`config.mk`:
```
export PLATFORM = sky130hd
export DESIGN_NAME = sbtc_timer
export DESIGN_NICKNAME = d
export VERILOG_FILES = /design/src/common/sbtc_pkg.sv /design/src/logic/sbtc_sync2.sv /design/src/logic/sbtc_timer.sv
export SDC_FILE = /design/constraint.sdc
export NUM_CORES = 1
export LEC_CHECK = 0
export BUFFER_PORTS_ARGS = -buffer_cell sky130_fd_sc_hd__buf_2
export CORE_ASPECT_RATIO = 0.9
export CORE_MARGIN = 10
export CORE_UTILIZATION = 61
export CTS_CLUSTER_DIAMETER = 60
export DETAILED_ROUTE_END_ITERATION = 12
export HOLD_SLACK_MARGIN = 0.05
export MAX_ROUTING_LAYER = met4
export PLACE_DENSITY_LB_ADDON = 0.3
export SLEW_MARGIN = 30
export SYNTH_ARGS = -nofsm -noshare
export SYNTH_HDL_FRONTEND = slang
export SYNTH_SLANG_ARGS = --single-unit
```
`constraint.sdc`:
```
create_clock -name core_clk -period 5.1 [get_ports core_clk]
set_clock_uncertainty 0.15 [all_clocks]
set_input_delay 1.02 -clock core_clk [delete_from_list [all_inputs] [get_ports core_clk]]
set_output_delay 1.02 -clock core_clk [all_outputs]
set_load 0.01 [all_outputs]
```
`src/common/sbtc_pkg.sv`:
```
/*
 package of the sixteen-bit timer/counter: register offsets, control field
 positions, prescale encodings and reset values.
 assumes a plain register port with one-cycle read latency.
*/
package sbtc_pkg;
   // register offsets on the plain port (8-bit data)
   localparam logic [2:0] ADDR_COUNT_LOW = 3'h0;
   localparam logic [2:0] ADDR_COUNT_HIGH = 3'h1;
   localparam logic [2:0] ADDR_CONTROL = 3'h2;
   localparam logic [2:0] ADDR_FLAG = 3'h3;
   localparam logic [2:0] ADDR_ENABLE = 3'h4;
   localparam logic [2:0] ADDR_PORT_DIR = 3'h5;
   localparam logic [2:0] ADDR_PORT_DATA = 3'h6;
   // control register field positions
   localparam int CTL_ON = 0;
   localparam int CTL_SRC = 1;
   localparam int CTL_SYNC_BYP = 2;
   localparam int CTL_OSC_EN = 3;
   localparam int CTL_PS_LO = 4;
   localparam int CTL_PS_HI = 5;
   localparam logic [7:0] CTL_MASK = 8'h3f;
   // flag and enable register bit positions
   localparam int FLAG_OVF = 0;
   localparam int EN_OVF = 0;
   localparam int EN_PERIPH = 1;
   localparam int EN_GLOBAL = 2;
   // port bits shared with the crystal pins
   localparam int PORT_BIT_ONE = 1;
   localparam int PORT_BIT_TWO = 2;
   // prescale encodings
   localparam logic [1:0] PS_DIV1 = 2'h0;
   localparam logic [1:0] PS_DIV2 = 2'h1;
   localparam logic [1:0] PS_DIV4 = 2'h2;
   localparam logic [1:0] PS_DIV8 = 2'h3;
   // instruction cycle is four oscillator clocks
   localparam logic [1:0] CYCLE_LAST = 2'h3;
   // reset values
   localparam logic [7:0] RST_BYTE = 8'h00;
   localparam logic [7:0] RST_PORT_DIR = 8'hff;
   localparam logic [15:0] COUNT_ZERO = 16'h0000;
   localparam logic [15:0] COUNT_ALL_ONE = 16'hffff;
endpackage : sbtc_pkg

```
`src/logic/sbtc_sync2.sv`:
```
/*
 two-flip-flop synchroniser for one level.
 assumes the input may come from any clock domain.
*/
`timescale 1ns/10ps
module sbtc_sync2 (
   input wire logic core_clk,
   input wire logic rst,
   input wire logic async_in,
   output logic sync_out
);
   logic meta_q;

   // first stage is read only by the second
   always_ff @(posedge core_clk) begin
      if (rst) begin
         meta_q <= 1'b0;
         sync_out <= 1'b0;
      end else begin
         meta_q <= async_in;
         sync_out <= meta_q;
      end
   end
endmodule : sbtc_sync2

```
`src/logic/sbtc_timer.sv`:
```
/*
 sixteen-bit timer/counter with prescaler, external count pin, crystal
 oscillator control, overflow flag and wake request.
 assumes core_clk is the oscillator clock (instruction cycle = 4 clocks), a
 synchronous active-high reset, and a plain register port.
 the count pin and the port pins are asynchronous and are synchronised here;
 sleep_mode comes from logic on the same clock.
*/
`timescale 1ns/10ps
module sbtc_timer (
   input wire logic core_clk,
   input wire logic rst,
   input wire logic [2:0] reg_addr,
   input wire logic [7:0] reg_wdata,
   input wire logic reg_wr,
   input wire logic reg_rd,
   output logic [7:0] reg_rdata,
   input wire logic external_count_clock_pin,
   input wire logic sleep_mode,
   input wire logic [7:0] port_pins_in,
   output logic crystal_osc_run,
   output logic timebase_valid,
   output logic [15:0] timebase_count,
   output logic cpu_irq,
   output logic wake_req
);
   logic [7:0] count_low_byte_q;
   logic [7:0] count_high_byte_q;
   logic [7:0] control_q;
   logic overflow_flag_q;
   logic [2:0] enable_q;
   logic [7:0] port_dir_q;
   logic [1:0] phase_q;
   logic [2:0] prescale_q;
   logic pin_sync;
   logic pin_prev_q;
   logic fall_seen_q;
   logic on_prev_q;
   logic wr_count;
   logic counter_on_bit;
   logic count_source_select;
   logic sync_bypass_control;
   logic crystal_osc_enable;
   logic [1:0] prescale_select_field;
   logic async_mode;
   logic src_tick;
   logic pre_tick;
   logic run;
   logic inc;
   logic [15:0] count_now;
   logic [15:0] count_next;
   logic [7:0] port_dir_view;
   logic [7:0] port_data_view;
   logic [7:0] port_pins_sync;
   logic pin_at_stop_q;
   logic ran_before_q;
   logic rearm_on_start;

   assign counter_on_bit = control_q[sbtc_pkg::CTL_ON];
   assign count_source_select = control_q[sbtc_pkg::CTL_SRC];
   assign sync_bypass_control = control_q[sbtc_pkg::CTL_SYNC_BYP];
   assign crystal_osc_enable = control_q[sbtc_pkg::CTL_OSC_EN];
   assign prescale_select_field = control_q[sbtc_pkg::CTL_PS_HI:sbtc_pkg::CTL_PS_LO];
   assign wr_count = reg_wr && (reg_addr == sbtc_pkg::ADDR_COUNT_LOW || reg_addr == sbtc_pkg::ADDR_COUNT_HIGH);
   assign count_now = {count_high_byte_q, count_low_byte_q};
   // both external modes share one synchroniser, so a mode switch drops or adds no count
   assign async_mode = count_source_select && sync_bypass_control;

   // pin passes two flip-flops before any use
   sbtc_sync2 u_pin_sync (
      .core_clk(core_clk),
      .rst(rst),
      .async_in(external_count_clock_pin),
      .sync_out(pin_sync)
   );

   // port levels come from pins, so each bit passes two flip-flops too
   for (genvar gi = 0; gi < 8; gi++) begin : g_port_sync
      sbtc_sync2 u_port_sync (
         .core_clk(core_clk),
         .rst(rst),
         .async_in(port_pins_in[gi]),
         .sync_out(port_pins_sync[gi])
      );
   end

   // instruction-cycle phase: one tick every four oscillator clocks
   always_ff @(posedge core_clk) begin
      if (rst) begin
         phase_q <= 2'h0;
      end else begin
         phase_q <= phase_q + 2'h1;
      end
   end

   // previous synchronised pin level, for edge detection
   always_ff @(posedge core_clk) begin
      if (rst) begin
         pin_prev_q <= 1'b0; // a rise seen right after reset is harmless: the arm starts clear
      end else begin
         pin_prev_q <= pin_sync;
      end
   end

   // previous on bit, to see the counter being started or stopped
   always_ff @(posedge core_clk) begin
      if (rst) begin
         on_prev_q <= 1'b0;
      end else begin
         on_prev_q <= counter_on_bit;
      end
   end

   // pin level at the last stop of the counter
   always_ff @(posedge core_clk) begin
      if (rst) begin
         pin_at_stop_q <= 1'b0;
      end else if (on_prev_q && !counter_on_bit) begin
         pin_at_stop_q <= pin_sync;
      end
   end

   // remembers that the counter has run since reset
   always_ff @(posedge core_clk) begin
      if (rst) begin
         ran_before_q <= 1'b0;
      end else if (counter_on_bit) begin
         ran_before_q <= 1'b1;
      end
   end

   // a start needs a fresh fall when it is the first since reset, or when the
   // pin was high at the stop and is low now (its fall went by while stopped)
   assign rearm_on_start = counter_on_bit && !on_prev_q && (!ran_before_q || (pin_at_stop_q && !pin_sync));

   // falling-edge arm: cleared by a count write or a rearming start
   always_ff @(posedge core_clk) begin
      if (rst) begin
         fall_seen_q <= 1'b0;
      end else if (wr_count || rearm_on_start) begin
         fall_seen_q <= 1'b0;
      end else if (pin_prev_q && !pin_sync) begin
         fall_seen_q <= 1'b1;
      end
   end

   // count source: internal cycle or armed rising pin edge
   always_comb begin
      if (count_source_select) begin
         src_tick = fall_seen_q && pin_sync && !pin_prev_q;
      end else begin
         src_tick = (phase_q == sbtc_pkg::CYCLE_LAST);
      end
   end

   // counter runs when on, and in sleep only in async mode
   // every other mode freezes while the device sleeps
   assign run = counter_on_bit && (!sleep_mode || async_mode);

   // prescaler selects its tap per encoding
   // the prescale counter sees raw ticks; a tap fires on every nth one
   always_comb begin
      case (prescale_select_field)
         sbtc_pkg::PS_DIV1: pre_tick = src_tick;
         sbtc_pkg::PS_DIV2: pre_tick = src_tick && prescale_q[0];
         sbtc_pkg::PS_DIV4: pre_tick = src_tick && (&prescale_q[1:0]);
         sbtc_pkg::PS_DIV8: pre_tick = src_tick && (&prescale_q);
         default: pre_tick = src_tick;
      endcase
   end
   assign inc = run && pre_tick;
   assign count_next = count_now + 16'h0001;

   // prescale counter, hidden from software
   always_ff @(posedge core_clk) begin
      if (rst) begin
         prescale_q <= 3'h0;
      end else if (wr_count) begin
         prescale_q <= 3'h0;
      end else if (run && src_tick) begin
         prescale_q <= prescale_q + 3'h1;
      end
   end

   // counter bytes: a software write wins over an increment
   // a colliding increment is dropped, so software should stop the counter first
   always_ff @(posedge core_clk) begin
      if (rst) begin
         count_low_byte_q <= sbtc_pkg::RST_BYTE;
         count_high_byte_q <= sbtc_pkg::RST_BYTE;
      end else if (wr_count) begin
         if (reg_addr == sbtc_pkg::ADDR_COUNT_LOW) begin
            count_low_byte_q <= reg_wdata;
         end else begin
            count_high_byte_q <= reg_wdata;
         end
      end else if (inc) begin
         count_low_byte_q <= count_next[7:0];
         count_high_byte_q <= count_next[15:8];
      end
   end

   // control register: bits 7:6 are not implemented and read zero
   always_ff @(posedge core_clk) begin
      if (rst) begin
         control_q <= sbtc_pkg::RST_BYTE;
      end else if (reg_wr && reg_addr == sbtc_pkg::ADDR_CONTROL) begin
         control_q <= reg_wdata & sbtc_pkg::CTL_MASK;
      end
   end

   // enable register: overflow, peripheral and global interrupt enables
   always_ff @(posedge core_clk) begin
      if (rst) begin
         enable_q <= 3'(sbtc_pkg::RST_BYTE);
      end else if (reg_wr && reg_addr == sbtc_pkg::ADDR_ENABLE) begin
         enable_q <= reg_wdata[sbtc_pkg::EN_GLOBAL:sbtc_pkg::EN_OVF];
      end
   end

   // port direction latch; the crystal override acts on the read view only
   always_ff @(posedge core_clk) begin
      if (rst) begin
         port_dir_q <= sbtc_pkg::RST_PORT_DIR;
      end else if (reg_wr && reg_addr == sbtc_pkg::ADDR_PORT_DIR) begin
         port_dir_q <= reg_wdata;
      end
   end

   // overflow flag: rollover set wins over a software clear
   // software writes the flag with a direct value; hardware never clears it
   always_ff @(posedge core_clk) begin
      if (rst) begin
         overflow_flag_q <= 1'b0;
      end else if (inc && !wr_count && count_now == sbtc_pkg::COUNT_ALL_ONE) begin
         overflow_flag_q <= 1'b1;
      end else if (reg_wr && reg_addr == sbtc_pkg::ADDR_FLAG) begin
         overflow_flag_q <= reg_wdata[sbtc_pkg::FLAG_OVF];
      end
   end

   // crystal pins force direction to input and data to zero
   always_comb begin
      port_dir_view = port_dir_q;
      port_data_view = port_pins_sync;
      if (crystal_osc_enable) begin
         port_dir_view[sbtc_pkg::PORT_BIT_ONE] = 1'b1;
         port_dir_view[sbtc_pkg::PORT_BIT_TWO] = 1'b1;
         port_data_view[sbtc_pkg::PORT_BIT_ONE] = 1'b0;
         port_data_view[sbtc_pkg::PORT_BIT_TWO] = 1'b0;
      end
   end

   // read data one cycle after the strobe; unmapped reads zero
   // reads have no side effects, so a two-byte read may simply be repeated
   always_ff @(posedge core_clk) begin
      if (rst) begin
         reg_rdata <= sbtc_pkg::RST_BYTE;
      end else if (reg_rd) begin
         case (reg_addr)
            sbtc_pkg::ADDR_COUNT_LOW: reg_rdata <= count_low_byte_q;
            sbtc_pkg::ADDR_COUNT_HIGH: reg_rdata <= count_high_byte_q;
            sbtc_pkg::ADDR_CONTROL: reg_rdata <= control_q;
            sbtc_pkg::ADDR_FLAG: reg_rdata <= {7'h00, overflow_flag_q};
            sbtc_pkg::ADDR_ENABLE: reg_rdata <= {5'h00, enable_q};
            sbtc_pkg::ADDR_PORT_DIR: reg_rdata <= port_dir_view;
            sbtc_pkg::ADDR_PORT_DATA: reg_rdata <= port_data_view;
            default: reg_rdata <= sbtc_pkg::RST_BYTE;
         endcase
      end else begin
         reg_rdata <= sbtc_pkg::RST_BYTE;
      end
   end

   // oscillator run request follows the enable bit, sleep or not
   always_ff @(posedge core_clk) begin
      if (rst) begin
         crystal_osc_run <= 1'b0;
      end else begin
         crystal_osc_run <= crystal_osc_enable;
      end
   end

   // capture/compare may use the time base only outside async counting
   always_ff @(posedge core_clk) begin
      if (rst) begin
         timebase_valid <= 1'b0;
      end else begin
         timebase_valid <= !async_mode;
      end
   end

   // time base copy of the counter, one cycle late
   always_ff @(posedge core_clk) begin
      if (rst) begin
         timebase_count <= sbtc_pkg::COUNT_ZERO;
      end else begin
         timebase_count <= count_now;
      end
   end

   // processor interrupt needs the flag and all three enables
   always_ff @(posedge core_clk) begin
      if (rst) begin
         cpu_irq <= 1'b0;
      end else begin
         cpu_irq <= overflow_flag_q && (&enable_q);
      end
   end

   // wake request: overflow in async sleep with overflow and peripheral enables
   always_ff @(posedge core_clk) begin
      if (rst) begin
         wake_req <= 1'b0;
      end else begin
         wake_req <= sleep_mode && async_mode && overflow_flag_q && enable_q[sbtc_pkg::EN_OVF]
            && enable_q[sbtc_pkg::EN_PERIPH];
      end
   end
endmodule : sbtc_timer

```
Yosys cells after proc, flatten, opt, wreduce, memory -nomap -nowiden
Index checks and enable logic that the tools add are counted.
{ "word_totals": {"register_bits": 90, "latchBits": 0, "ramBits": 0, "romBits": 0, "input_bits": 25, "out_inout_bits": 28, "word_cells": 117, "memories": 0} }
{ "classes": {"n_addsub": 3, "mul": 0, "n_div": 0, "n_lt_le_gt_ge": 0, "n_eq_ne": 13, "n_shift": 0, "n_mux": 13, "bitwise_logic": 1, "reduce_logical": 50} }
{ "op_table": {"columns": ["op", "count"], "rows": [
  ["$pmux 8 s7", 1],
  ["$mux 8", 6],
  ["$logic_and 1x1->1", 26],
  ["$add 16x1->16 const B", 1],
  ["$eq 16x16->1 const B", 1],
  ["$eq 3x3->1 const B", 3],
  ["$logic_not 1->1", 8],
  ["$eq 2x2->1 const B", 3],
  ["$eq 3x2->1 const B", 2],
  ["$reduce_and 2->1", 3],
  ["$reduce_and 3->1", 2],
  ["$reduce_or 2->1", 3],
  ["$logic_or 1x1->1", 4],
  ["$mux 2", 2],
  ["$pmux 1 s4", 1],
  ["$reduce_bool 2->1", 2],
  ["$add 3x1->3 const B", 1],
  ["$eq 3x1->1 const B", 1],
  ["$logic_not 3->1", 1],
  ["$mux 1", 3],
  ["$add 2x1->2 const B", 1],
  ["$eq 2x1->1 const B", 1],
  ["$logic_not 2->1", 1],
  ["$ne 2x1->1 const B", 1],
  ["2 further kinds", 2]
]} }

Logic depth before layout (Yosys ltp)
Gate-level depths: netlist of run 1.
{ "depth": {"depth_word": 9, "depth_mapped": 8, "depth_no_buf": 7} }

By module
Synthesis of run 1 repeated with hierarchy kept, for this count alone.
{ "hier_totals": {"cells_unflattened": 407, "hier_area_um2": 3778.6} }
{ "by_module_without_submodules": {"columns": ["mod", "n_inst", "cells_per_inst", "area_each_um2", "seq_area_each_um2"], "rows": [
  ["sbtc_timer", 1, 371, 3305.7, 1441.4],
  ["sbtc_sync2", 9, 4, 52.6, 40.0]
]} }

Worst setup path after synthesis of run 1
No wires, ideal clock.
{ "synth_path": {"kind": "input port to flip-flop", "from": "in reg_wr", "to": "reg count_high_byte_q[6]", "setup_time_ps": 95, "arrival_ps": 2153, "required_ps": 4855, "setup_slack_ps": 2701, "stages": 5, "path_buffers": 0, "path_cell_list": "nor3b_2 -> a211oi_2 -> nand3_2 -> or4_1 -> o311ai_1"} }
{ "synth_via": {"elab_chain_len": 3, "word_cells_on_any_way": 5, "cone_classes": "eq/ne: 1; mux: 1; reduce/logical: 3"} }
{ "synth_rtl": {"columns": ["item", "line", "rtl"], "rows": [
  ["start: declaration", "sbtc_timer.sv:15", "input wire logic reg_wr,"],
  ["$logic_and 1x1->1 *", "sbtc_timer.sv:64", "assign wr_count = reg_wr && (reg_addr == sbtc_pkg::ADDR_COUNT_LOW || reg_addr == sbtc_pkg::ADDR_COUNT_HIGH);"],
  ["$ne 2x2->1 (no source line) / $reduce_bool 2->1 (equally long branches)", null, null],
  ["$reduce_and 2->1 (no source line)", null, null],
  ["end signal: assignment", "sbtc_timer.sv:190", "count_high_byte_q <= sbtc_pkg::RST_BYTE;"],
  ["end signal: assignment", "sbtc_timer.sv:195", "count_high_byte_q <= reg_wdata;"],
  ["end signal: assignment", "sbtc_timer.sv:199", "count_high_byte_q <= count_next[15:8];"],
  ["end: declaration", "sbtc_timer.sv:28", "logic [7:0] count_high_byte_q;"]
]} }
Every way passes the cells marked *; elsewhere a longest branch is shown, timed or not.
A chain may end at the register's enable or synchronous reset.

Final worst setup path of run 1
{ "layout_path": {"from": "in reg_addr[0]", "to": "reg count_low_byte_q[3]"} }
{ "layout_via": {"elab_chain_len": 5, "word_cells_on_any_way": 8, "cone_classes": "eq/ne: 2; mux: 1; reduce/logical: 5"} }
{ "layout_rtl": {"columns": ["item", "line", "rtl"], "rows": [
  ["start: declaration", "sbtc_timer.sv:13", "input wire logic [2:0] reg_addr,"],
  ["$eq 3x1->1 / $logic_not 3->1 (equally long branches)", "sbtc_timer.sv:64, sbtc_timer.sv:192", null],
  ["$logic_or 1x1->1", "sbtc_timer.sv:64", null],
  ["$logic_and 1x1->1", "sbtc_timer.sv:64", null],
  ["$ne 2x1->1 (no source line) / $reduce_bool 2->1 (equally long branches)", null, null],
  ["$reduce_and 2->1 (no source line)", null, null],
  ["end signal: assignment", "sbtc_timer.sv:189", "count_low_byte_q <= sbtc_pkg::RST_BYTE;"],
  ["end signal: assignment", "sbtc_timer.sv:193", "count_low_byte_q <= reg_wdata;"],
  ["end signal: assignment", "sbtc_timer.sv:198", "count_low_byte_q <= count_next[7:0];"],
  ["end: declaration", "sbtc_timer.sv:27", "logic [7:0] count_low_byte_q;"]
]} }
Parallel ways exist; a longest one is shown, timed or not.

==> metrics.txt, run 1 <==
Final GP Congestion 0.967; element type at the critical path end flip-flop; post-synth net total 442; async set-reset flop share out of synthesis 0%; total iterations of the first detailed-routing run 5; layout net count 483; CTS tree yes; count leader, synth dfxtp_1; Port Buffers 52; post-synthesis cell area 3720 um2; worst slew pin tran 0.799 ns; Net Switching 0.323 mW; clock root cell clkbuf_8; Rows 26; required time worst endpoint 5.19 ns; Hold Fails Final Rpt 0; worst-path cell chain buf_2 -> nand2b_1 -> nor3_1 -> a31oi_1 -> a221oi_1 -> nor2_1; die width 102 um; Longest Clk Path Bufs 2; Max VDD drop 244 uV; crit-path leading delay family simple AND/OR/NAND/NOR gates; area delta synth->final 12.3%; Sequential Area 1800 um2; total die area 9630 um2; max cap viols 0; worst path buffer plus inverter count 1; Avg Cell Area, Syn 9.01 um2; Tot Pwr 1.32 mW; post-CTS sizing 0; final setup vio count 0; Remaining Overflow, GRT 0; routed len/inst 18.8 um; number of antenna diodes 0; FILL cells 462; crit start category input pin; Worst-Skew Late Latency 0.36 ns; sequential area share after synthesis 48.4%; fin crit share 54.5%; Initial Utilization 64.2%; setup_tns 0 ns; Starting DRT DRC Count 257; CP Max Fanout 23; first-pass GRT wire length 16,300 um; share of power burned in registers 55.9%; post-synth top area cell dfxtp_1; CORE AREA 5790 um2; fin crit period 2.78 ns; Post-synth top cells dfxtp_1, nor2_1, nand2_1, nor2b_1, mux2i_1; Via density 6.13; reg-to-reg slack, setup 2.87 ns; WP data arrival 2.87 ns; Power Density 317 nW/um2; Max Fclk 0.360 GHz; Comb power frac 7.9%; cts bufs inserted 9; switching share of power 24.4%; drt total wl 9940 um; Top FF cell, synth dfxtp_1; Post-Syn Instances 413; leak pwr 1.68 nW; Final ANT Viol Nets 0; largest cells by area after synthesis dfxtp_1, nor2b_1, mux2i_1; Post-route DRC 0; area occupied by multi-input gates 1780 um2; top cell type's share of synthesized area 48.4%; H-tree levels 3; Crit Path Class input pin to flip-flop; antenna violations before repair 0; clock-pin slew on the worst setup and hold paths 0.09 ns; RSZ-0062 raised after global routing no; Post CTS Setup Buffer Count 0; Worst path slowest cell nor3_1; Max-slew headroom 46.3%; Die H 94.1 um; worst min-delay path category flip-flop to flip-flop; vias in the first global route 3,188; Vias 3,239; CTS sink count 90; largest net degree at the start of global routing 38; post-synth cell types 58; register bit count reported by yosys 90; number of max-slew violations in the final report 0; fin area 4180 um2; layout cells sized above 1 17.2%; Total GRT Usage 22.3%; Pint 1.00 mW; dpl cell area 3980 um2; clock power share 36.2%; status complete, no violations; largest stage delay on the critical path 0.63 ns; number of synthesized flops with an enable pin 0; io pins 53; yosys warns 0; CTS Hold Buffers Added 0; dpl hpwl 7110 um
kinds of logic (layout without fill, tap and decap cells):
family | after synthesis | in the layout | synth area share [%]
XOR/XNOR | 1 | 1 | 0.235
flip-flops | 90 | 90 | 48.4
AND/OR/NAND/NOR | 185 | 185 | 25.5
AO/OA/AOI/OAI | 76 | 76 | 14.4
adder cells (fa/ha/maj) | 4 | 4 | 1.35
buffers and inverters | 35 | 80 | 3.80
multiplexers | 22 | 22 | 6.26
worst register-to-register path: cells and delay by family, from the launching register on:
kind            cells  cell delay (ns)
flops               1             0.50
compound gates      1             0.09
fa+ha+maj           1             0.24
simple gates        4             1.16
placed cells by master, fill, tap and decap left out, drive strengths merged, types with 3 or more instances in the layout:
master    count
and4          6
nor4          4
mux2i        21
inv          11
nor2         48
a21oi        16
a31oi         3
a211oi        9
a22oi         4
a311oi        3
clkbuf       11
nor3          8
and3          3
o21ai        14
o22ai         3
buf          54
clkinvlp      3
nor3b         3
nor2b        36
a22o          4
dfxtp        90
ha            4
a221oi        4
nand3        20
nand2        41
per-stage QoR:
stage | util [%] | setup WS (ns) | instances | hold slack [ns]
detailed placement | 68.8 | 2.03 | 513 | 0.272
finish | 72.1 | 2.32 | 528 | 0.280
global route | 72.1 | 2.15 | 528 | 0.301
global placement | 68.8 | 2.03 | 513 | 0.261
CTS | 72.1 | 2.41 | 528 | 0.285
floorplan | - | 2.70 | 413 | 0.249
path summary, 6_finish.rpt:
path                            start              endpoint  depth (start not counted)
setup / recovery          reg_addr[0]   count_low_byte_q[3]                          6
hold / removal             phase_q[0]            phase_q[0]                          1
setup reg to reg  count_low_byte_q[0]  count_high_byte_q[6]                          6
hold reg to reg            phase_q[0]            phase_q[0]                          1
layout make-up:
cell class / count / share of cell area, %
clock buffers: 11 / 3.39
clock inverters: 4 / 1.26
multi-input cells: 288 / 42.5
inverters: 11 / 0.989
well taps: 70 / 2.10
repair buffers: 54 / 6.59
flip-flops and latches: 90 / 43.1
registers in the layout, summed over array words and instances, names as in the netlist, 2 cells and up:
name,cells
count_low_byte_q,8
g_port_sync.u_port_sync.sync_out,8
g_port_sync.u_port_sync.meta_q,8
control_q,6
prescale_q,3
count_high_byte_q,8
reg_rdata,8
port_dir_q,8
phase_q,2
timebase_count,16
enable_q,3
per-layer routing:
layer,vias up,share of wire [%],global-route usage (%)
met2,138,45,33.4
met5,-,0,-
met3,18,8.2,6.33
met4,0,1.9,8.57
li1,1539,-,-
met1,1544,45,27.9
power by group through the flow:
stage,sequential (mW),combinational (mW),clock [mW]
after floorplan,0.754,0.0658,0
after global placement,0.756,0.102,0
after detailed placement,0.756,0.103,0
after CTS,0.740,0.104,0.489
after global routing,0.743,0.117,0.516
final,0.740,0.105,0.479
Power figures use the tool's default switching activity.
==> inputs of run 2 (changes only) <==
--- a/config.mk
+++ b/config.mk
@@ -8,7 +8,7 @@
 export BUFFER_PORTS_ARGS = -buffer_cell sky130_fd_sc_hd__buf_2
 export CORE_ASPECT_RATIO = 0.9
 export CORE_MARGIN = 10
-export CORE_UTILIZATION = 61
+export CORE_UTILIZATION = 51
 export CTS_CLUSTER_DIAMETER = 60
 export DETAILED_ROUTE_END_ITERATION = 12
 export HOLD_SLACK_MARGIN = 0.05
==> constraint.sdc (replaced) <==
create_clock -name core_clk -period 2.3 [get_ports core_clk]
set_clock_uncertainty 0.15 [all_clocks]
set_input_delay 0.46 -clock core_clk [delete_from_list [all_inputs] [get_ports core_clk]]
set_output_delay 0.46 -clock core_clk [all_outputs]
set_load 0.01 [all_outputs]
==> metrics.txt, run 2 (synthesis results as in run 1) <==
Crit Reg-Reg Startpoint prescale_q[0]; antenna violations before repair 0; leak pwr 1.79 nW; dpl hpwl 7310 um; worst slew pin tran 0.499 ns; element type at the critical path end flip-flop; CTS Hold Buffers Added 0; met1 Usage GRT 23.3%; dpl cell area 4140 um2; Hold Fails Final Rpt 0; Max-slew headroom 66.5%; number of max-slew violations in the final report 0; required time worst endpoint 2.42 ns; Tot Pwr 3.02 mW; cell mode on critical path ha_1; clock root cell clkbuf_8; first-pass GRT wire length 16,000 um; Power Density 694 nW/um2; routed len/inst 17.4 um; Rows 29; Worst path slowest cell or4_1; final setup vio count 0; M3 GR Usage 4.60%; total iterations of the first detailed-routing run 5; leading cell type in the layout, fill and taps excluded dfxtp_1; Port Buffers 52; WP data arrival 2.26 ns; Worst-Skew Late Latency 0.36 ns; fin crit period 2.14 ns; largest stage delay on the critical path 0.51 ns; Worst R2R End count_high_byte_q[6]; layout cells sized above 1 20.6%; GRT busiest layer met2; Initial Utilization 52.6%; Final ANT Viol Nets 0; Max VDD drop 550 uV; Remaining Overflow, GRT 0; Final GP Congestion 0.910; Starting DRT DRC Count 201; die width 110 um; largest net degree at the start of global routing 23; Longest Clk Path Bufs 2; fin area 4350 um2; Post-route DRC 0; commonest cells after routing, fill and taps aside dfxtp_1, buf_2, nor2_1, nand2_1, nor2b_1; number of antenna diodes 0; Crit Path Class flip-flop to flip-flop; RSZ-0062 raised after global routing no; reg-to-reg slack, setup 0.16 ns; Die H 101 um; Hold WS 0.153 ns; worst setup path endpoint count_high_byte_q[6]; worst-path cell chain ha_1 -> ha_1 -> mux2i_1 -> a211oi_2 -> nand3_2 -> or4_1 -> o311ai_1; area delta synth->final 17.0%; CTS tree yes; layout net count 500; Max Fclk 0.467 GHz; largest register by flop count timebase_count; H-tree levels 3; CORE AREA 7080 um2; total die area 11,100 um2; max FFs per register 16; CP Max Fanout 8; io pins 53; setup_tns 0 ns; crit start category flip-flop; CTS sink count 90; worst min-delay path category input pin to flip-flop; clock-pin slew on the worst setup and hold paths 0.09 ns; Global Route met2 Usage 28.9%; max cap viols 0; reg2reg path depth 7; fin crit share 93.0%; status complete, no violations; worst setup path start prescale_q[0]; drt total wl 9910 um; Vias 3,270; Via density 5.75; cts bufs inserted 9; Total GRT Usage 18.8%; vias in the first global route 3,135
## run 2: changes by cell type in the layout (fill, tap and decap cells not counted), sizes merged
cell / delta
inv: +3
clkinvlp: -3
clkinv: +2
clkbuf: -1
buf: +17
## run 2: cell type report
type / instances / area, um2
Multi-Input combinational cell: 288 / 1780
Clock buffer: 10 / 138
Tap cell: 93 / 116
Clock inverter: 6 / 72.6
Fill cell: 622 / 2720
Sequential cell: 90 / 1800
Inverter: 11 / 41.3
Timing Repair Buffer: 71 / 403
## run 2: worst max-delay path: cells and delay by family (launching register included)
family / cells / cell delay (ns)
adders and majority gates: 2 / 0.32
and+or+nand+nor: 2 / 0.72
AOI/OAI and AO/OA: 2 / 0.39
DFF: 1 / 0.38
muxes: 1 / 0.09
## run 2: what timing repair did
item                       4_1_cts  5_1_grt
gates resized for setup          0        1
setup buffers                    0        0
setup endpoints to repair        0        1
## run 2: through the flow
step	cells	setup slack (ns)	util (%)
2_1_floorplan	413	0.331	-
3_3_place_gp	553	0.204	58.5
3_5_place_dp	553	0.160	58.5
4_1_cts	569	0.143	61.5
5_1_grt	569	0.0262	61.5
6_report	569	0.160	61.5
## run 2: power by group
group | switching, mW | total, mW | internal (mW)
Clock | 0.584 | 1.13 | 0.547
Combinational | 0.147 | 0.250 | 0.102
Sequential | 0.0345 | 1.64 | 1.61
Total | 0.766 | 3.02 | 2.26
## run 2: layer usage
metal | routed length, um | part of all wire, %
met5 | 0 | 0
met4 | 212 | 2.1
met3 | 836 | 8.4
met2 | 4580 | 46
met1 | 4280 | 43
## run 2: worst min-delay path by stage
stage	start	to	slack, ns	depth (start not counted)
6_report	external_count_clock_pin	u_pin_sync.meta_q	0.15	2
5_1_grt	port_pins_in[6]	g_port_sync[6].u_port_sync.meta_q	0.15	2
4_1_cts	external_count_clock_pin	u_pin_sync.meta_q	0.14	2
3_5_place_dp	phase_q[0]	phase_q[0]	0.26	1
3_3_place_gp	phase_q[0]	phase_q[0]	0.26	1
2_1_floorplan	phase_q[0]	phase_q[0]	0.25	1
